**src/gfm_params.svh**
```systemverilog
// Offsets, field positions, reset values and timing counts of the pin mux
// ==========================================================================
// Contract
// - Each pin's role comes from the code in its configuration register.
// - Code 0x20 ORs the pin into the timing-error clear enable.
// - Codes 0x44..0x47 OR the pin into clock stops C1, C0, D1, D0.
// - Codes 0x60/62/64/66 OR the pin into differential enables 0..3.
// - Codes 0x70/72 OR the pin into CMOS output enables 0 and 1.
// - Code 0x80 drives the pin high while the host interrupt is up.
// - Codes 0x88/0x90 show a reference silent for the last second.
// - Codes 0x89/0x91 show the single-cycle period monitor failure.
// - Codes 0x8A/0x92 show the coarse frequency monitor failure.
// - Codes 0x8B/0x93 show the guard soak timer indicator.
// - Codes 0x8C/0x94 show the masked OR of all reference failures.
// - Code 0xA8 shows the DPLL neither in holdover nor free-run.
// - Code 0xA9 shows the DPLL in holdover.
// - Code 0xAB shows the selected reference, low 0 and high 1.
// - Code 0xB0 shows phase error below 1us for a whole 1s.
// - Code 0xB1 shows phase error below 10us for a whole 1s.
// - Code 0xB2 shows phase error below 10us for a whole 10s.
// - Code 0x00 leaves the pin a plain input with no function.
// - Codes 0x10/0x14 make the pin a loss-of-signal input per reference.
`ifndef GFM_PARAMS_SVH
`define GFM_PARAMS_SVH

// ==========================================================================
// Function codes
`define GFM_CODE_DEFAULT 8'h00
`define GFM_CODE_LOS0 8'h10
`define GFM_CODE_LOS1 8'h14
`define GFM_CODE_TIE_CLR 8'h20
`define GFM_CODE_STOP_C1 8'h44
`define GFM_CODE_STOP_C0 8'h45
`define GFM_CODE_STOP_D1 8'h46
`define GFM_CODE_STOP_D0 8'h47
`define GFM_CODE_DIFF0 8'h60
`define GFM_CODE_DIFF1 8'h62
`define GFM_CODE_DIFF2 8'h64
`define GFM_CODE_DIFF3 8'h66
`define GFM_CODE_CMOS0 8'h70
`define GFM_CODE_CMOS1 8'h72
`define GFM_CODE_IRQ 8'h80
`define GFM_CODE_NOSIG0 8'h88
`define GFM_CODE_SCM0 8'h89
`define GFM_CODE_CFM0 8'h8A
`define GFM_CODE_GST0 8'h8B
`define GFM_CODE_FAIL0 8'h8C
`define GFM_CODE_NOSIG1 8'h90
`define GFM_CODE_SCM1 8'h91
`define GFM_CODE_CFM1 8'h92
`define GFM_CODE_GST1 8'h93
`define GFM_CODE_FAIL1 8'h94
`define GFM_CODE_NORMAL 8'hA8
`define GFM_CODE_HOLDOVER 8'hA9
`define GFM_CODE_REFSEL 8'hAB
`define GFM_CODE_LOCK1 8'hB0
`define GFM_CODE_LOCK2 8'hB1
`define GFM_CODE_LOCK3 8'hB2

// ==========================================================================
// Register byte offsets and fields
`define GFM_OFS_DPLL_CTRL 8'h20
`define GFM_OFS_CLK_STOP 8'h24
`define GFM_OFS_DIFF_EN 8'h28
`define GFM_OFS_CMOS_EN 8'h2C
`define GFM_OFS_FAIL_MASK 8'h30
`define GFM_OFS_EFF_CTL 8'h34
`define GFM_OFS_PIN_STAT 8'h38
`define GFM_MASK_LOS 0
`define GFM_MASK_SCM 1
`define GFM_MASK_CFM 2
`define GFM_MASK_GST 3
`define GFM_MASK_STRIDE 4

// ==========================================================================
// Reset values
`define GFM_RST_CFG 8'h00
`define GFM_RST_DPLL_CTRL 1'h0
`define GFM_RST_CLK_STOP 4'h0
`define GFM_RST_DIFF_EN 4'h0
`define GFM_RST_CMOS_EN 2'h0
`define GFM_RST_FAIL_MASK 8'hFF

// ==========================================================================
// Timing
`define GFM_CLK_PERIOD_NS 10
`define GFM_NS_PER_MS 1000000
`define GFM_ONE_SEC_MS 1000
`define GFM_TEN_SEC_MS 10000
`define GFM_MS_TO_CYC(ms) ((ms) * (`GFM_NS_PER_MS / `GFM_CLK_PERIOD_NS))

`endif

```
**src/gfm_pkg.sv**
```systemverilog
// Types shared by the pin mux modules
package gfm_pkg;

  // ==========================================================================
  // Pin contribution to internal control bits
  typedef struct packed {
    logic tie_clr;
    logic [3:0] clk_stop; // [3]=C bit1 [2]=C bit0 [1]=D bit1 [0]=D bit0
    logic [3:0] diff_en;
    logic [1:0] cmos_en;
    logic [1:0] loss_of_signal_input;
  } gfm_ctl_t;

  // ==========================================================================
  // Internal flags a status pin may present
  typedef struct packed {
    logic irq;
    logic [1:0] no_sig;
    logic [1:0] single_cycle_period_monitor;
    logic [1:0] coarse_frequency_monitor;
    logic [1:0] guard_soak_timer;
    logic [1:0] fail;
    logic normal;
    logic holdover;
    logic ref_sel;
    logic [2:0] lock; // [0]=1us/1s [1]=10us/1s [2]=10us/10s
  } gfm_stat_t;

endpackage : gfm_pkg

```
**src/gfm_pin_cell.sv**
```systemverilog
// One pin's function decoder: control contribution and status selection
`timescale 1ns/1ps
`include "gfm_params.svh"
module gfm_pin_cell import gfm_pkg::*; (
  input logic [7:0] cfg_code,
  input logic pin_level,
  input gfm_stat_t stat,
  output gfm_ctl_t ctl,
  output logic drv_level,
  output logic drv_en
);

  // ==========================================================================
  // Code hits
  gfm_ctl_t ctl_hit;
  gfm_stat_t stat_hit;

  assign ctl_hit.tie_clr = cfg_code == `GFM_CODE_TIE_CLR;
  assign ctl_hit.clk_stop[3] = cfg_code == `GFM_CODE_STOP_C1;
  assign ctl_hit.clk_stop[2] = cfg_code == `GFM_CODE_STOP_C0;
  assign ctl_hit.clk_stop[1] = cfg_code == `GFM_CODE_STOP_D1;
  assign ctl_hit.clk_stop[0] = cfg_code == `GFM_CODE_STOP_D0;
  assign ctl_hit.diff_en[0] = cfg_code == `GFM_CODE_DIFF0;
  assign ctl_hit.diff_en[1] = cfg_code == `GFM_CODE_DIFF1;
  assign ctl_hit.diff_en[2] = cfg_code == `GFM_CODE_DIFF2;
  assign ctl_hit.diff_en[3] = cfg_code == `GFM_CODE_DIFF3;
  assign ctl_hit.cmos_en[0] = cfg_code == `GFM_CODE_CMOS0;
  assign ctl_hit.cmos_en[1] = cfg_code == `GFM_CODE_CMOS1;
  assign ctl_hit.loss_of_signal_input[0] = cfg_code == `GFM_CODE_LOS0;
  assign ctl_hit.loss_of_signal_input[1] = cfg_code == `GFM_CODE_LOS1;

  assign stat_hit.irq = cfg_code == `GFM_CODE_IRQ;
  assign stat_hit.no_sig = {cfg_code == `GFM_CODE_NOSIG1,
                            cfg_code == `GFM_CODE_NOSIG0};
  assign stat_hit.single_cycle_period_monitor = {cfg_code == `GFM_CODE_SCM1,
                         cfg_code == `GFM_CODE_SCM0};
  assign stat_hit.coarse_frequency_monitor = {cfg_code == `GFM_CODE_CFM1,
                         cfg_code == `GFM_CODE_CFM0};
  assign stat_hit.guard_soak_timer = {cfg_code == `GFM_CODE_GST1,
                         cfg_code == `GFM_CODE_GST0};
  assign stat_hit.fail = {cfg_code == `GFM_CODE_FAIL1,
                          cfg_code == `GFM_CODE_FAIL0};
  assign stat_hit.normal = cfg_code == `GFM_CODE_NORMAL;
  assign stat_hit.holdover = cfg_code == `GFM_CODE_HOLDOVER;
  assign stat_hit.ref_sel = cfg_code == `GFM_CODE_REFSEL;
  assign stat_hit.lock = {cfg_code == `GFM_CODE_LOCK3,
                          cfg_code == `GFM_CODE_LOCK2,
                          cfg_code == `GFM_CODE_LOCK1};

  // ==========================================================================
  // Outputs: one-hot hits, so an AND-OR picks the single selected item
  // no hit leaves an input with no effect
  assign ctl = ctl_hit & {$bits(gfm_ctl_t){pin_level}};
  assign drv_level = |(stat_hit & stat);
  // drive whenever a status code is held
  assign drv_en = |stat_hit;

endmodule : gfm_pin_cell

```
**src/gfm_top.sv**
```systemverilog
// GPIO function multiplexer with AXI4-Lite configuration registers
//
// The AXI4-Lite register port and the address map were decided locally.
`timescale 1ns/1ps
`include "gfm_params.svh"
module gfm_top import gfm_pkg::*; #(
  parameter int NUM_PINS = 6,
  parameter int unsigned ONE_SEC_CYC = `GFM_MS_TO_CYC(`GFM_ONE_SEC_MS),
  parameter int unsigned TEN_SEC_CYC = `GFM_MS_TO_CYC(`GFM_TEN_SEC_MS)
) (
  input logic clk_sys,
  input logic sys_rst,
  // AXI4-Lite slave
  input logic [7:0] s_axi_awaddr,
  input logic s_axi_awvalid,
  output logic s_axi_awready,
  input logic [31:0] s_axi_wdata,
  input logic [3:0] s_axi_wstrb,
  input logic s_axi_wvalid,
  output logic s_axi_wready,
  output logic [1:0] s_axi_bresp,
  output logic s_axi_bvalid,
  input logic s_axi_bready,
  input logic [7:0] s_axi_araddr,
  input logic s_axi_arvalid,
  output logic s_axi_arready,
  output logic [31:0] s_axi_rdata,
  output logic [1:0] s_axi_rresp,
  output logic s_axi_rvalid,
  input logic s_axi_rready,
  // Pins
  input logic [NUM_PINS-1:0] gpio_in,
  output logic [NUM_PINS-1:0] gpio_out,
  output logic [NUM_PINS-1:0] gpio_oe,
  // Flags from the clock core
  input logic host_irq,
  input logic [1:0] ref_edge,
  input logic [1:0] scm_fail,
  input logic [1:0] cfm_fail,
  input logic [1:0] gst_ind,
  input logic dpll_holdover,
  input logic dpll_freerun,
  input logic dpll_ref_sel,
  input logic phase_lt_1us,
  input logic phase_lt_10us,
  // Effective controls to the clock core
  output logic tie_clr_en,
  output logic [3:0] clk_stop,
  output logic [3:0] diff_oe,
  output logic [1:0] cmos_oe,
  output logic [1:0] ext_los
);

  localparam logic [1:0] RESP_OKAY = 2'h0;
  localparam logic [1:0] RESP_SLVERR = 2'h2;
  localparam int NUM_TMR = 5;

  // ==========================================================================
  // Register storage
  logic [7:0] cfg_q [NUM_PINS];
  logic dpll_ctrl_q;
  logic [3:0] clk_stop_q;
  logic [3:0] diff_en_q;
  logic [1:0] cmos_en_q;
  logic [7:0] fail_mask_q;

  // ==========================================================================
  // AXI4-Lite write channel: address and data latched independently
  logic aw_hold_q;
  logic [7:0] aw_addr_q;
  logic w_hold_q;
  logic [31:0] w_data_q;
  logic [3:0] w_strb_q;
  logic bvalid_q;
  logic [1:0] bresp_q;
  wire wr_fire = aw_hold_q & w_hold_q & ~bvalid_q;
  wire wr_lane0 = w_strb_q[0];

  // Each channel stalls once its beat is held, until the response drains
  assign s_axi_awready = ~aw_hold_q & ~bvalid_q;
  assign s_axi_wready = ~w_hold_q & ~bvalid_q;
  assign s_axi_bvalid = bvalid_q;
  assign s_axi_bresp = bresp_q;

  // Write address decode
  wire wr_is_pin = (aw_addr_q[7:5] == 3'h0) && (aw_addr_q[1:0] == 2'h0) &&
                   (int'(aw_addr_q[4:2]) < NUM_PINS);
  wire wr_dpll = aw_addr_q == `GFM_OFS_DPLL_CTRL;
  wire wr_stop = aw_addr_q == `GFM_OFS_CLK_STOP;
  wire wr_diff = aw_addr_q == `GFM_OFS_DIFF_EN;
  wire wr_cmos = aw_addr_q == `GFM_OFS_CMOS_EN;
  wire wr_mask = aw_addr_q == `GFM_OFS_FAIL_MASK;
  // Read-only words accept a write with OKAY and keep their value
  wire wr_ro = (aw_addr_q == `GFM_OFS_EFF_CTL) ||
               (aw_addr_q == `GFM_OFS_PIN_STAT);
  wire wr_mapped = wr_is_pin | wr_dpll | wr_stop | wr_diff | wr_cmos |
                   wr_mask | wr_ro;
  wire wr_en = wr_fire & wr_lane0;

  // Address beat capture
  always_ff @(posedge clk_sys) begin
    if (sys_rst) begin
      aw_hold_q <= 1'b0;
      aw_addr_q <= 8'h00;
    end else if (s_axi_awvalid && s_axi_awready) begin
      aw_hold_q <= 1'b1;
      aw_addr_q <= s_axi_awaddr;
    end else if (wr_fire) begin
      aw_hold_q <= 1'b0;
    end
  end

  // Data beat capture
  always_ff @(posedge clk_sys) begin
    if (sys_rst) begin
      w_hold_q <= 1'b0;
      w_data_q <= 32'h0000_0000;
      w_strb_q <= 4'h0;
    end else if (s_axi_wvalid && s_axi_wready) begin
      w_hold_q <= 1'b1;
      w_data_q <= s_axi_wdata;
      w_strb_q <= s_axi_wstrb;
    end else if (wr_fire) begin
      w_hold_q <= 1'b0;
    end
  end

  // Response follows the write by one cycle
  always_ff @(posedge clk_sys) begin
    if (sys_rst) begin
      bvalid_q <= 1'b0;
      bresp_q <= RESP_OKAY;
    end else if (wr_fire) begin
      bvalid_q <= 1'b1;
      bresp_q <= wr_mapped ? RESP_OKAY : RESP_SLVERR;
    end else if (s_axi_bready) begin
      bvalid_q <= 1'b0;
    end
  end

  // ==========================================================================
  // Global control registers; all fields live in byte lane 0
  always_ff @(posedge clk_sys) begin
    if (sys_rst) begin
      dpll_ctrl_q <= `GFM_RST_DPLL_CTRL;
      clk_stop_q <= `GFM_RST_CLK_STOP;
      diff_en_q <= `GFM_RST_DIFF_EN;
      cmos_en_q <= `GFM_RST_CMOS_EN;
      fail_mask_q <= `GFM_RST_FAIL_MASK;
    end else if (wr_en) begin
      if (wr_dpll) dpll_ctrl_q <= w_data_q[0];
      if (wr_stop) clk_stop_q <= w_data_q[3:0];
      if (wr_diff) diff_en_q <= w_data_q[3:0];
      if (wr_cmos) cmos_en_q <= w_data_q[1:0];
      if (wr_mask) fail_mask_q <= w_data_q[7:0];
    end
  end

  // ==========================================================================
  // Observation timers: 0,1 reference silence; 2..4 lock windows
  logic [NUM_TMR-1:0] tmr_clr;
  logic [NUM_TMR-1:0] tmr_done;
  // an edge restarts the silence count
  assign tmr_clr[1:0] = ref_edge;
  // a phase excursion restarts the window
  assign tmr_clr[2] = ~phase_lt_1us;
  assign tmr_clr[3] = ~phase_lt_10us;
  assign tmr_clr[4] = ~phase_lt_10us;

  genvar t;
  generate
    for (t = 0; t < NUM_TMR; t++) begin : g_tmr
      // The last timer spans ten seconds, the rest one second
      localparam int unsigned WIN = (t == NUM_TMR - 1) ? TEN_SEC_CYC
                                                       : ONE_SEC_CYC;
      logic [31:0] cnt_q;
      // Saturates at the window so the flag holds while calm persists
      always_ff @(posedge clk_sys) begin
        if (sys_rst || tmr_clr[t]) begin
          cnt_q <= 32'h0000_0000;
        end else if (cnt_q != 32'(WIN)) begin
          cnt_q <= cnt_q + 32'h0000_0001;
        end
      end
      assign tmr_done[t] = cnt_q == 32'(WIN);
    end
  endgenerate

  // ==========================================================================
  // Per-pin configuration registers and decoders
  gfm_ctl_t pin_ctl [NUM_PINS];
  gfm_ctl_t ctl_acc [NUM_PINS+1];
  logic [NUM_PINS-1:0] pin_drv;
  logic [NUM_PINS-1:0] pin_en;
  gfm_stat_t stat_w;

  assign ctl_acc[0] = '0;

  genvar p;
  generate
    for (p = 0; p < NUM_PINS; p++) begin : g_pin
      wire hit = wr_is_pin && (int'(aw_addr_q[4:2]) == p);
      always_ff @(posedge clk_sys) begin
        if (sys_rst) begin
          cfg_q[p] <= `GFM_RST_CFG;
        end else if (wr_en && hit) begin
          cfg_q[p] <= w_data_q[7:0];
        end
      end

      gfm_pin_cell u_cell (
        .cfg_code (cfg_q[p]),
        .pin_level (gpio_in[p]),
        .stat (stat_w),
        .ctl (pin_ctl[p]),
        .drv_level (pin_drv[p]),
        .drv_en (pin_en[p])
      );

      // Several pins may share one function; their levels are OR-ed
      assign ctl_acc[p+1] = ctl_acc[p] | pin_ctl[p];
    end
  endgenerate

  wire gfm_ctl_t pins_ctl = ctl_acc[NUM_PINS];

  // ==========================================================================
  // Status flags offered to the pins
  logic [1:0] fail_w;
  genvar r;
  generate
    for (r = 0; r < 2; r++) begin : g_fail
      localparam int B = r * `GFM_MASK_STRIDE;
      // masked failure OR, mask bit 1 counts the source
      assign fail_w[r] =
        (pins_ctl.loss_of_signal_input[r] & fail_mask_q[B + `GFM_MASK_LOS]) |
        (scm_fail[r] & fail_mask_q[B + `GFM_MASK_SCM]) |
        (cfm_fail[r] & fail_mask_q[B + `GFM_MASK_CFM]) |
        (gst_ind[r] & fail_mask_q[B + `GFM_MASK_GST]);
    end
  endgenerate

  assign stat_w.irq = host_irq;
  assign stat_w.no_sig = tmr_done[1:0];
  assign stat_w.single_cycle_period_monitor = scm_fail;
  assign stat_w.coarse_frequency_monitor = cfm_fail;
  assign stat_w.guard_soak_timer = gst_ind;
  assign stat_w.fail = fail_w;
  // normal means neither holdover nor free-run
  assign stat_w.normal = ~dpll_holdover & ~dpll_freerun;
  assign stat_w.holdover = dpll_holdover;
  // low for reference 0, high for reference 1
  assign stat_w.ref_sel = dpll_ref_sel;
  assign stat_w.lock = tmr_done[4:2];

  // ==========================================================================
  // Effective controls: register bit OR pin level
  // tie clear combine
  wire eff_tie = dpll_ctrl_q | pins_ctl.tie_clr;
  wire [3:0] eff_stop = clk_stop_q | pins_ctl.clk_stop;
  wire [3:0] eff_diff = diff_en_q | pins_ctl.diff_en;
  wire [1:0] eff_cmos = cmos_en_q | pins_ctl.cmos_en;

  // Registered so the core sees glitch-free levels, one cycle late
  always_ff @(posedge clk_sys) begin
    if (sys_rst) begin
      tie_clr_en <= 1'b0;
      clk_stop <= 4'h0;
      diff_oe <= 4'h0;
      cmos_oe <= 2'h0;
      ext_los <= 2'h0;
    end else begin
      tie_clr_en <= eff_tie;
      clk_stop <= eff_stop;
      diff_oe <= eff_diff;
      cmos_oe <= eff_cmos;
      ext_los <= pins_ctl.loss_of_signal_input;
    end
  end

  // status pins registered, one cycle behind their flag
  always_ff @(posedge clk_sys) begin
    if (sys_rst) begin
      gpio_out <= '0;
      gpio_oe <= '0;
    end else begin
      gpio_out <= pin_drv & pin_en;
      gpio_oe <= pin_en;
    end
  end

  // ==========================================================================
  // AXI4-Lite read channel
  logic rvalid_q;
  logic [31:0] rdata_q;
  logic [1:0] rresp_q;

  assign s_axi_arready = ~rvalid_q;
  assign s_axi_rvalid = rvalid_q;
  assign s_axi_rdata = rdata_q;
  assign s_axi_rresp = rresp_q;

  // Read address decode
  wire [2:0] rd_idx = s_axi_araddr[4:2];
  wire rd_is_pin = (s_axi_araddr[7:5] == 3'h0) &&
                   (s_axi_araddr[1:0] == 2'h0) &&
                   (int'(rd_idx) < NUM_PINS);
  wire rd_dpll = s_axi_araddr == `GFM_OFS_DPLL_CTRL;
  wire rd_stop = s_axi_araddr == `GFM_OFS_CLK_STOP;
  wire rd_diff = s_axi_araddr == `GFM_OFS_DIFF_EN;
  wire rd_cmos = s_axi_araddr == `GFM_OFS_CMOS_EN;
  wire rd_mask = s_axi_araddr == `GFM_OFS_FAIL_MASK;
  wire rd_eff = s_axi_araddr == `GFM_OFS_EFF_CTL;
  wire rd_stat = s_axi_araddr == `GFM_OFS_PIN_STAT;
  wire rd_mapped = rd_is_pin | rd_dpll | rd_stop | rd_diff | rd_cmos |
                   rd_mask | rd_eff | rd_stat;

  // Pin word index is guarded so an unused slot never reads the array
  wire [7:0] rd_cfg = rd_is_pin ? cfg_q[rd_idx] : 8'h00;
  wire [12:0] eff_word = {eff_tie, eff_stop, eff_diff, eff_cmos,
                          pins_ctl.loss_of_signal_input};
  wire [15:0] stat_word = {8'(gpio_oe), 8'(gpio_in)};

  // Read data select; unused bits read as zero
  wire [31:0] rd_word =
    rd_is_pin ? {24'h000000, rd_cfg} :
    rd_dpll ? {31'h0000_0000, dpll_ctrl_q} :
    rd_stop ? {28'h000_0000, clk_stop_q} :
    rd_diff ? {28'h000_0000, diff_en_q} :
    rd_cmos ? {30'h0000_0000, cmos_en_q} :
    rd_mask ? {24'h000000, fail_mask_q} :
    rd_eff ? {19'h0_0000, eff_word} :
    rd_stat ? {16'h0000, stat_word} : 32'h0000_0000;

  // Answer one cycle after the address is taken
  always_ff @(posedge clk_sys) begin
    if (sys_rst) begin
      rvalid_q <= 1'b0;
      rdata_q <= 32'h0000_0000;
      rresp_q <= RESP_OKAY;
    end else if (s_axi_arvalid && s_axi_arready) begin
      rvalid_q <= 1'b1;
      rdata_q <= rd_word;
      rresp_q <= rd_mapped ? RESP_OKAY : RESP_SLVERR;
    end else if (s_axi_rready) begin
      rvalid_q <= 1'b0;
    end
  end

endmodule : gfm_top

```
**config.mk**
```make
export PLATFORM = sky130hd
export DESIGN_NAME = gfm_top
export DESIGN_NICKNAME = d
export VERILOG_FILES = /design/src/gfm_pkg.sv /design/src/gfm_pin_cell.sv /design/src/gfm_top.sv
export VERILOG_INCLUDE_DIRS = /design/src
export SDC_FILE = /design/constraint.sdc
export NUM_CORES = 1
export LEC_CHECK = 0
export BUFFER_PORTS_ARGS = -buffer_cell sky130_fd_sc_hd__buf_2
export CORE_MARGIN = 2
export CORE_UTILIZATION = 65
export DETAILED_ROUTE_END_ITERATION = 16
export HOLD_SLACK_MARGIN = 0.03
export PLACE_DENSITY = 0.86
export SLEW_MARGIN = 10
export SYNTH_ARGS = -nofsm -noshare
export SYNTH_HDL_FRONTEND = slang
export SYNTH_HIERARCHICAL = 1
export SYNTH_SLANG_ARGS = --single-unit
export TNS_END_PERCENT = 5
```
**constraint.sdc**
```tcl
create_clock -name clk_sys -period 10.2 [get_ports clk_sys]
set_clock_uncertainty 0.15 [all_clocks]
set_input_delay 3.06 -clock clk_sys [delete_from_list [all_inputs] [get_ports clk_sys]]
set_output_delay 3.06 -clock clk_sys [all_outputs]
set_load 0.01 [all_outputs]
```
======== Yosys cells after proc, flatten, opt, wreduce, memory -nomap -nowiden ========
Memories as Yosys holds them, arrays and structs flattened.
Index checks and enable logic that the tools add are counted.
W data, S select, Z words.
word-level totals
  bits in registers ....................... 261
  RAM bits ................................ 48
  bits of input ports ..................... 79
  output and inout port bits .............. 66
  memories ................................ 1
cells by class
  add/sub/neg operators ................... 5
  order comparisons ....................... 2
  eq/ne operators ......................... 209
  multiplexer cells ....................... 43
  bitwise gates (word level) .............. 69
  reductions and logical operators ........ 50
memories
  memory  words  bits a word  rd ports  clocked after Yosys merged registers in  wr ports  RTL line       text
  cfg_q   6      8            7         0                                        6         gfm_top.sv:60  logic [7:0] cfg_q [NUM_PINS];
operators with widths
  kind                     count
  $eq A8 B8 Y1 const B     102
  $eq A8 B7 Y1 const B     60
  $reduce_or A17 Y1        12
  $add A32 B1 Y32 const B  5
  $eq A8 B6 Y1 const B     20
  $eq A32 B27 Y1 const B   4
  $ne A32 B27 Y1 const B   4
  $mux W14                 8
  $and A17 B17 Y17         6
  $eq A8 B5 Y1 const B     12
  $and A13 B13 Y13         6
  $or A13 B13 Y13          5
  $mux W8                  6
  $eq A32 B30 Y1 const B   1
  $ne A32 B30 Y1 const B   1
  $mux W1                  27
  $or A1 B1 Y1             26
  $logic_and A1 B1 Y1      19
  $and A1 B1 Y1            14
  $eq A3 B3 Y1 const B     4
  $reduce_and A2 Y1        5
  $logic_not A3 Y1         3
  $not A1 Y1               8
  $or A4 B4 Y4             2
  8 further kinds          18

======== Logic depth before layout (Yosys ltp) ========
Gate-level depths: netlist of run 1.
An unclocked memory read counts as a cell.
  word-level depth ........................ 16
  gate-level depth with buffers ........... 13
  depth with buffers taken out ............ 12

======== Modules after synthesis ========
The synthesis of run 1 kept the hierarchy.
modules (own cells, without submodules)
  module        instances  cells an instance  area each (µm²)  seq. area each (µm²)
  gfm_top       1          1495               13380.3          6266.0
  gfm_pin_cell  6          72                 484.2            0.0

======== Worst setup path before layout of run 1 ========
Ideal clock, no wire load.
  kind .................................... in2reg
  from .................................... input gpio_in[2]
  to ...................................... register gpio_out[0]
  setup time .............................. 0.115 ns
  arrival time ............................ 5.103 ns
  data required time ...................... 9.935 ns
  path slack .............................. 4.832 ns
  stages on the path ...................... 10
  path buffers ............................ 0
  cell sequence ........................... or4b_4 > nor2_1 > or4_1 > nor3_1 > o21ai_0 > and3_1 > a22oi_1 > o32ai_1 > or4_1 > and2_1
RTL lines
  element               RTL line        text
  from (decl)           gfm_top.sv:32   input logic [NUM_PINS-1:0] gpio_in,
  to (signal assigned)  gfm_top.sv:287  gpio_out <= pin_drv & pin_en;
  to (decl)             gfm_top.sv:33   output logic [NUM_PINS-1:0] gpio_out,

==> flow_summary.ini, run 1 <==
[run_status]
status = finished clean

[power]
swShare_pct = 24.05
power.switching_mw = 0.6157
irDropWorstVdd_mv = 0.1775
pwr-share-comb_pct = 6.2
p_per_area_nw_per_um2 = 143.8
seq_power_share_pct = 47.5
clock_power_share_pct = 46.3
p_int_mw = 1.945
p_leak_nw = 6.303

[logic_synthesis]
synth_area_leader_cell = dfxtp_1
ys_seq_elements = 289
synth_flop_cell = dfxtp_1
syn_inst = 1927
netlist_area_sq_um = 16290
ys_seq_area_share_pct = 38.48
async_flop_share_pct = 0
synth.area.top_cells = dfxtp_1 30%, edfxtp_1 8.9%, nor2_1 5.4%, mux2i_1 3.8%, xor2_1 3.7%
synth_edf_count = 48
synth_cell_types = 72
netlist.area_leader.share_pct = 29.63
ys_warn_count = 6
synth.avg_cell_area_sq_um = 8.451

[cts]
cts-resized-gates = 0
clock_path_buffers = 3
root_buffer = clkbuf_16
cts_setup_buffers = 0
htreeDepth = 1
cts_tree = yes
numClockSinks = 289
numCtsBuffers = 30
clkTransAtPathRegs_ns = 0.06
hold_buffers = 0
clk_latency_ns = 0.59

[timing]
rsz0062_at_grt = false
slew_headroom_pct = 20.95
post-route-min-period_ns = 5.674
tns_ns = 0
fin_ws_ns = 4.526
fmax_mhz = 176.2
drv_slew = 0
tightest_slew_ns = 1.176
period_share_pct = 55.63
setup_viol = 0
hold_violations = 0

[routing]
met1Wirelength_um = 18080
drc = 0
via_per_inst = 6.399
wl_met3_um = 3966
dr_total_vias = 14790
met2WireLength_um = 20050
wl_um = 43820
first_pass_iters = 7
post_drt_wl_per_cell_um = 18.96
ant_nets = 0
drt_iter0_drc = 1854
top_layer = met4

[global_routing]
grt_max_degree = 65
antenna_found_initial = 0
track_usage_pct = 32.47
grt_pass1_vias = 13800
overflow = 0
grt_pass1_wl_um = 69770

[worst_setup_path]
critPathCapture = gpio_out[0]$_SDFF_PP0_
cp.required_ns = 10.50
cpPeakStageDelay_ns = 0.54
reg2reg_depth = 12
r2r_end = gpio_out[3]$_SDFF_PP0_
critPathSlowestCell = or4_1
critPathBufInv = 1
critPathKind = input pin to flop
cp-end-kind = flop
critPathLaunchType = input pin
critPathArrivalTime_ns = 5.97
critPathMostFrequentCell = or4_1
path_cells = buf_2 -> or4b_4 -> nor2_1 -> or4_1 -> nor3_1 -> o21ai_0 -> and3_1 -> a22oi_1 -> o32ai_1 -> or4_1 -> and2_1
cp_top_family = simple AND/OR/NAND/NOR gates
cp_max_fo = 6
reg2reg_slack_ns = 5.92
crit_start = gpio_in[2]
r2r-start = cfg_q[3][1]$_SDFFCE_PN0P_
path_depth = 11

[hold_path]
min_from = aw_addr_q[6]$_SDFFE_PP0P_
hp-class = flop to flop

[placement]
portBuffers = 97
place_ws_ns = 4.047
dpl.hpwl_um = 30740
place_congestion = 1.013

[floorplan]
core_sq_um = 24460
die_y_um = 162.3
ios = 145
placementRows = 57
initial_utilization_pct = 66.57
die_x_um = 162.3
dieArea_sq_um = 26340

[run]
cap_violations = 0

[cells_and_area]
drive_gt1_share_pct = 11.52
n_antenna_cell = 0
areaGrowthSynthToFinish_pct = 9.358
nets = 2052
final_core_util_pct = 72.80
-- worst min path at each step --
| stage | depth (start not counted) | slack [ns] | endpoint |
|---|---|---|---|
| floorplan | 2 | 0.30 | aw_addr_q[6]$_SDFFE_PP0P_ |
| global route | 2 | 0.35 | aw_addr_q[6]$_SDFFE_PP0P_ |
| CTS | 2 | 0.32 | aw_addr_q[6]$_SDFFE_PP0P_ |
| finish | 2 | 0.32 | aw_addr_q[6]$_SDFFE_PP0P_ |
| global placement | 2 | 0.29 | s_axi_rdata[13]$_SDFFE_PP0P_ |
| detailed placement | 2 | 0.30 | s_axi_rdata[13]$_SDFFE_PP0P_ |
-- stage by stage --
step / cells / power [mW] / cell area [sq um] / hold slack (ns)
2_1_floorplan: 1946 / 1.343 / 16360 / 0.2964
3_3_place_gp: 2255 / 1.389 / 16720 / 0.2899
3_5_place_dp: 2255 / 1.394 / 16720 / 0.2971
4_1_cts: 2311 / 2.566 / 17810 / 0.3213
5_1_grt: 2311 / 2.629 / 17810 / 0.3458
6_report: 2311 / 2.560 / 17810 / 0.3174
-- per-layer routing --
layer / vias to the layer above / GRT usage (%)
met1: 6993 / 43.62
met3: 116 / 4.801
met2: 716 / 52.90
met4: 0 / 12.99
li1: 6962 / -
met5: - / 0
-- logic make-up (layout without fill, tap and decap cells) --
| logic type | after synthesis | after routing | synth area share, % |
|---|---|---|---|
| xor+xnor | 132 | 132 | 7.099 |
| compound gates | 240 | 240 | 9.412 |
| flops | 289 | 289 | 38.48 |
| buf+inv | 174 | 215 | 4.832 |
| fa+ha+maj | 10 | 10 | 0.7683 |
| mux | 72 | 72 | 4.640 |
| other cells | 1 | 20 | 0.02303 |
| simple gates | 1009 | 1009 | 34.75 |
-- cell usage in the layout, fill, tap and decap left out, drive strengths merged, types with 48 or more instances in the layout --
cell | netlist | final
dfxtp | 241 | 241
xor2 | 69 | 69
nand2 | 159 | 159
mux2i | 62 | 62
nand4 | 58 | 58
xnor2 | 63 | 63
edfxtp | 48 | 48
nor2 | 234 | 234
inv | 57 | 57
o21ai | 66 | 66
nand3 | 82 | 82
a21oi | 75 | 75
buf | 41 | 102
nor4 | 70 | 70
nor3 | 82 | 82
and2 | 63 | 63
-- sequential cells by signal, summed over array words and instances (netlist names), 4 cells and up --
| register | cells |
|---|---|
| s_axi_rdata | 14 |
| w_data_q | 8 |
| diff_oe | 4 |
| cfg_q | 48 |
| gpio_oe | 6 |
| g_tmr.cnt_q | 160 |
| diff_en_q | 4 |
| aw_addr_q | 8 |
| fail_mask_q | 8 |
| clk_stop | 4 |
| clk_stop_q | 4 |
| gpio_out | 6 |
-- power groups by stage --
stage / Clock, mW / Sequential (mW) / Combinational (mW)
after floorplan: 0 / 1.22 / 0.128
after global placement: 0 / 1.24 / 0.151
after detailed placement: 0 / 1.24 / 0.155
after CTS: 1.20 / 1.21 / 0.155
after global routing: 1.24 / 1.22 / 0.172
final: 1.19 / 1.22 / 0.159
-- layout make-up --
cell class	instances	area [sq um]
Clock inverter	15	247.7
Clock buffer	41	842.1
Tap cell	324	405.4
Sequential cell	289	6266
Inverter	57	214.0
Multi-Input combinational cell	1483	9311
Timing Repair Buffer	102	523.0
Fill cell	1749	6653
-- cell usage after synthesis, types with 25 or more instances --
library cell / n
mux2i_1: 62
nor3_1: 79
nand3_1: 82
or4_1: 29
a21oi_1: 75
clkbuf_1: 75
xor2_1: 69
dfxtp_1: 241
or3_1: 29
o21ai_0: 66
and3_1: 25
and2_1: 63
inv_1: 57
nand2_1: 159
edfxtp_1: 48
nand4_1: 55
nor2b_1: 26
nor4_1: 61
xnor2_1: 63
nor2_1: 234
nor4b_1: 25
-- tightest hold or removal path, delay by kind of cell, from the launching register on --
| family | cells | cell delay (ns) |
|---|---|---|
| AND/OR/NAND/NOR | 1 | 0.05 |
| flip-flops | 1 | 0.32 |
| AO/OA/AOI/OAI | 1 | 0.05 |
Power figures use the tool's default switching activity.
==> run 2, diff against run 1 <==
- ABC_AREA: unset -> 1
- CORE_UTILIZATION: 65 -> 61
- PLACE_DENSITY: 0.86 -> 0.81
- clock period: 10.2 -> 5.53 ns (I/O delays scaled with it)
==> flow_summary.ini, run 2 <==
[run_status]
status = finished clean

[timing]
tightest_slew_ns = 1.091
post-route-min-period_ns = 3.476
period_share_pct = 62.86
slew_headroom_pct = 26.67
setup_viol = 0
tns_ns = 0
drv_slew = 0
fmax_mhz = 287.7
hold_violations = 0
rsz0062_at_grt = false

[floorplan]
initial_utilization_pct = 62.22
ios = 145
dieArea_sq_um = 30740
placementRows = 62
core_sq_um = 28780
die_y_um = 175.3
die_x_um = 175.3

[worst_setup_path]
cpPeakStageDelay_ns = 0.55
cp_top_family = simple AND/OR/NAND/NOR gates
cp_max_fo = 6
cp-end-kind = flop
critPathKind = input pin to flop
critPathSlowestCell = nand4_1
critPathMostFrequentCell = nor2_1
critPathBufInv = 1
path_cells = buf_2 -> nand4_1 -> nor2_1 -> nor2_1 -> nand3_1 -> nand2_1 -> nand4_1 -> nand3_1 -> nand2_1 -> nor2_1 -> nand3_1 -> nand2_1 -> nor2_1
cp.required_ns = 5.81
critPathArrivalTime_ns = 3.76
critPathLaunchType = input pin

[global_routing]
grt_pass1_vias = 16970
overflow = 0
grt_max_degree = 43
antenna_found_initial = 0
track_usage_pct = 33.81
grt_pass1_wl_um = 84040

[cells_and_area]
n_antenna_cell = 0
drive_gt1_share_pct = 14.75
nets = 2872
final_cell_mix = 543 x nand2_1, 430 x nor2_1, 303 x inv_1, 241 x dfxtp_1, 200 x nand3_1
layout_commonest_cell = nand2_1
areaGrowthSynthToFinish_pct = 10.73
fin_cells = 3191
largest_register = g_tmr.cnt_q
seqCellArea_sq_um = 6266
largest_reg_flops = 160
fillCellCount = 2541
multi_input_area_sq_um = 10060

[cts]
numCtsBuffers = 31
numClockSinks = 289
root_buffer = clkbuf_16
clk_latency_ns = 0.57
htreeDepth = 1
cts-resized-gates = 0
clkTransAtPathRegs_ns = 0.06
hold_buffers = 0
clock_path_buffers = 3
cts_setup_buffers = 0
cts_tree = yes

[routing]
dr_total_vias = 18120
drc = 0
ant_nets = 0
first_pass_iters = 5
via_per_inst = 5.677
drt_iter0_drc = 1458
post_drt_wl_per_cell_um = 16.54
wl_um = 52770

[logic_synthesis]
syn_inst = 2684
synth_edf_count = 48
synth.area.top_cells = dfxtp_1 27%, nand2_1 11%, nor2_1 9.0%, edfxtp_1 8.0%, inv_1 6.4%
synth_cell_types = 54
synth.avg_cell_area_sq_um = 6.671
ys_top_cells_by_count = 543 x nand2_1, 430 x nor2_1, 303 x inv_1
ys_seq_elements = 289
netlist.area_leader.share_pct = 26.94
synth_flop_cell = dfxtp_1
ys_warn_count = 6
synth_area_leader_cell = dfxtp_1
async_flop_share_pct = 0
synth_most_common_cell = nand2_1
ys_seq_area_share_pct = 34.99
netlist_area_sq_um = 17910

[power]
p_per_area_nw_per_um2 = 246.0
p_leak_nw = 7.724
irDropWorstVdd_mv = 0.2671

[run]
cap_violations = 0

[placement]
dpl.hpwl_um = 39790
place_congestion = 1.006
placedCellCount = 3134
portBuffers = 97

[hold_path]
hp-class = flop to flop
## run 2: changes by cell type after synthesis, moves of 60 or more
cell	change
nand2_1	+384
inv_1	+246
nor2_1	+196
nand3_1	+118
a21oi_1	+82
and2_1	-63
mux2i_1	-62
xnor2_1	-60
## run 2: cell type report
class	instances	area share, %
clock buffer	37	4.178
clock inverter	20	1.590
inverter	359	6.797
multi-input combinational	1999	50.73
sequential	289	31.60
tap	384	2.423
timing repair buffer	103	2.676
## run 2: worst min-delay path, delay by kind of cell, from the launching register on
kind,cells,cell delay [ns]
DFF,1,0.31
and+or+nand+nor,1,0.06
AOI/OAI and AO/OA,1,0.05
## run 2: where the power goes
group | internal, mW | total (mW) | switching (mW)
Sequential | 2.17 | 2.21 | 0.0408
Combinational | 0.0871 | 0.344 | 0.257
Clock | 1.44 | 2.32 | 0.881
## run 2: stage by stage
stage / power, mW / util, % / hold WS, ns / worst slack [ns] / instance area [sq um]
final: 4.876 / 68.89 / 0.3148 / 2.054 / 19830
after global routing: 5.015 / 68.89 / 0.3383 / 2.016 / 19830
after CTS: 4.887 / 68.89 / 0.3146 / 2.158 / 19830
after detailed placement: 2.592 / 64.92 / 0.3048 / 1.580 / 18680
after global placement: 2.586 / 64.92 / 0.3000 / 1.583 / 18680
after floorplan: 2.475 / - / 0.2876 / 2.293 / 17980
## run 2: metal layers
layer / vias to the layer above / track usage, % / share of wire, %
li1: 8957 / - / -
met1: 8229 / 42.87 / 41
met2: 760 / 57.35 / 47
met3: 169 / 4.242 / 7.2
met4: 0 / 15.90 / 5.1
met5: - / 0 / 0
## run 2: logic make-up (layout without fill, tap and decap cells)
group,count (synthesis),in the layout,share of synthesized area (%)
simple gates,1631,1631,44.44
buf+inv,415,519,9.231
compound gates,320,320,9.734
other cells,1,20,0.02094
flops,289,289,34.99
fa+ha+maj,10,10,0.6988
xor+xnor,18,18,0.8805
## run 2: path summary, 6_finish.rpt
| path | startpoint | to | slack (ns) | cells after the start |
|---|---|---|---|---|
| worst max-delay path | gpio_in[2] | gpio_out[5]$_SDFF_PP0_ | 2.05 | 13 |
| worst min-delay path | s_axi_rresp[1]$_SDFFE_PP0P_ | s_axi_rresp[1]$_SDFFE_PP0P_ | 0.31 | 2 |
| worst max register to register | cfg_q[1][0]$_SDFFCE_PN0P_ | gpio_out[5]$_SDFF_PP0_ | 2.52 | 15 |
| worst min register to register | s_axi_rresp[1]$_SDFFE_PP0P_ | s_axi_rresp[1]$_SDFFE_PP0P_ | 0.31 | 2 |
==> run 3, diff against run 2 <==
- clock period: 5.53 -> 3.6 ns (I/O delays scaled with it)
==> flow_summary.ini, run 3 (same netlist as run 2, synthesis figures left out) <==
[run_status]
status = finished clean

[worst_setup_path]
cp-end-kind = flop
reg2reg_depth = 10
cp_max_fo = 8
critPathKind = flop to flop
critPathArrivalTime_ns = 2.96
cp.required_ns = 3.95
reg2reg_slack_ns = 1.0
critPathLaunchType = flop
r2r-start = g_tmr[1].cnt_q[19]$_SDFFE_PP0N_
r2r_end = gpio_out[4]$_SDFF_PP0_

[routing]
drc = 0
first_pass_iters = 8
wl_um = 50640
post_drt_wl_per_cell_um = 15.84
ant_nets = 0
via_per_inst = 5.693
dr_total_vias = 18200
drt_iter0_drc = 1908

[cells_and_area]
largest_register = g_tmr.cnt_q
final_area_sq_um = 19780
multi_input_area_sq_um = 10060
nets = 2877
areaGrowthSynthToFinish_pct = 10.48
seqCellArea_sq_um = 6266
largest_reg_flops = 160
fillCellCount = 2520
final_core_util_pct = 68.74
fin_cells = 3197
drive_gt1_share_pct = 14.90
final_cell_mix = 543 x nand2_1, 430 x nor2_1, 303 x inv_1, 241 x dfxtp_1, 200 x nand3_1
layout_commonest_cell = nand2_1

[cts]
cts_setup_buffers = 0
cts_tree = yes
hold_buffers = 0
numClockSinks = 289
root_buffer = clkbuf_16
htreeDepth = 1
clk_latency_ns = 0.57
clkTransAtPathRegs_ns = 0.06
cts-resized-gates = 0
numCtsBuffers = 30
clock_path_buffers = 3

[global_routing]
antenna_found_initial = 1
grt_pass1_wl_um = 81320
grt_max_degree = 42
grt_pass1_vias = 16900
overflow = 0
track_usage_pct = 32.34

[placement]
portBuffers = 97
place_ws_ns = 0.5867
place_congestion = 1.022
placedCellCount = 3140
postPlaceCellArea_sq_um = 18730
dpl.hpwl_um = 38420

[timing]
rsz0062_at_grt = false
slew_headroom_pct = 24.59
fmax_mhz = 384.1
fin_ws_ns = 0.9967
drv_slew = 0
post-route-min-period_ns = 2.603
tightest_slew_ns = 1.119
period_share_pct = 72.31
tns_ns = 0
holdWs_ns = 0.3166
hold_violations = 0
setup_viol = 0

[power]
p_per_area_nw_per_um2 = 363.8
power_mw = 7.196
p_leak_nw = 7.697
irDropWorstVdd_mv = 0.4391

[hold_path]
min_to = s_axi_rdata[13]$_SDFFE_PP0P_
min_from = s_axi_rdata[13]$_SDFFE_PP0P_
hp-class = flop to flop
whs_path_depth = 2

[floorplan]
placementRows = 62
core_sq_um = 28780
die_y_um = 175.3
die_x_um = 175.3
ios = 145
initial_utilization_pct = 62.22
dieArea_sq_um = 30740

[run]
cap_violations = 0
run 3: cell types whose count changed in the layout (fill, tap and decap cells not counted), sizes merged:
cell	previous run	this run
bufinv	8	4
clkinvlp	2	5
inv	354	355
diode	0	1
clkinv	15	13
clkbuf	37	38
buf	103	109
run 3: where the power goes:
group / leakage (nW) / total, mW / internal, mW / switching [mW]
Clock: 0.501 / 3.27 / 1.93 / 1.34
Sequential: 2.44 / 3.40 / 3.34 / 0.0619
Combinational: 4.75 / 0.526 / 0.138 / 0.389
Total: 7.70 / 7.20 / 5.40 / 1.79
run 3: how the worst max path moves through the flow:
| stage | depth (start not counted) | end | start |
|---|---|---|---|
| 6_report | 10 | gpio_out[4]$_SDFF_PP0_ | g_tmr[1].cnt_q[19]$_SDFFE_PP0N_ |
| 5_1_grt | 16 | gpio_out[3]$_SDFF_PP0_ | cfg_q[3][0]$_SDFFCE_PN0P_ |
| 4_1_cts | 2 | s_axi_wready | s_axi_bvalid$_SDFFE_PP0P_ |
| 3_5_place_dp | 12 | s_axi_rdata[7]$_SDFFE_PP0P_ | gpio_in[3] |
| 3_3_place_gp | 12 | s_axi_rdata[7]$_SDFFE_PP0P_ | gpio_in[3] |
| 2_1_floorplan | 5 | cfg_q[0][0]$_SDFFCE_PN0P_ | sys_rst |
run 3: final cells by class:
type	instances	area share, %
Antenna cell	1	0.01265
Clock buffer	38	4.206
Clock inverter	18	1.088
Inverter	359	6.812
Multi-Input combinational cell	1999	50.87
Sequential cell	289	31.67
Tap cell	384	2.429
Timing Repair Buffer	109	2.909
run 3: worst max-delay path, stage by stage, from the launching register on:
cell	delay (ns)
dfxtp_1	0.38
or2_1	0.23
nor3_1	0.31
nand2_1	0.11
nor3_2	0.77
nand3_1	0.18
nand3_1	0.13
nor2_1	0.05
nand3_1	0.07
nand2_1	0.07
nor2_1	0.08
run 3: per-layer routing:
layer,vias up,share of wire (%),track usage [%]
met5,-,0,0
met4,0,5.9,17.22
met3,211,7.6,4.113
met2,755,46,53.71
met1,8267,41,41.13
li1,8968,-,-
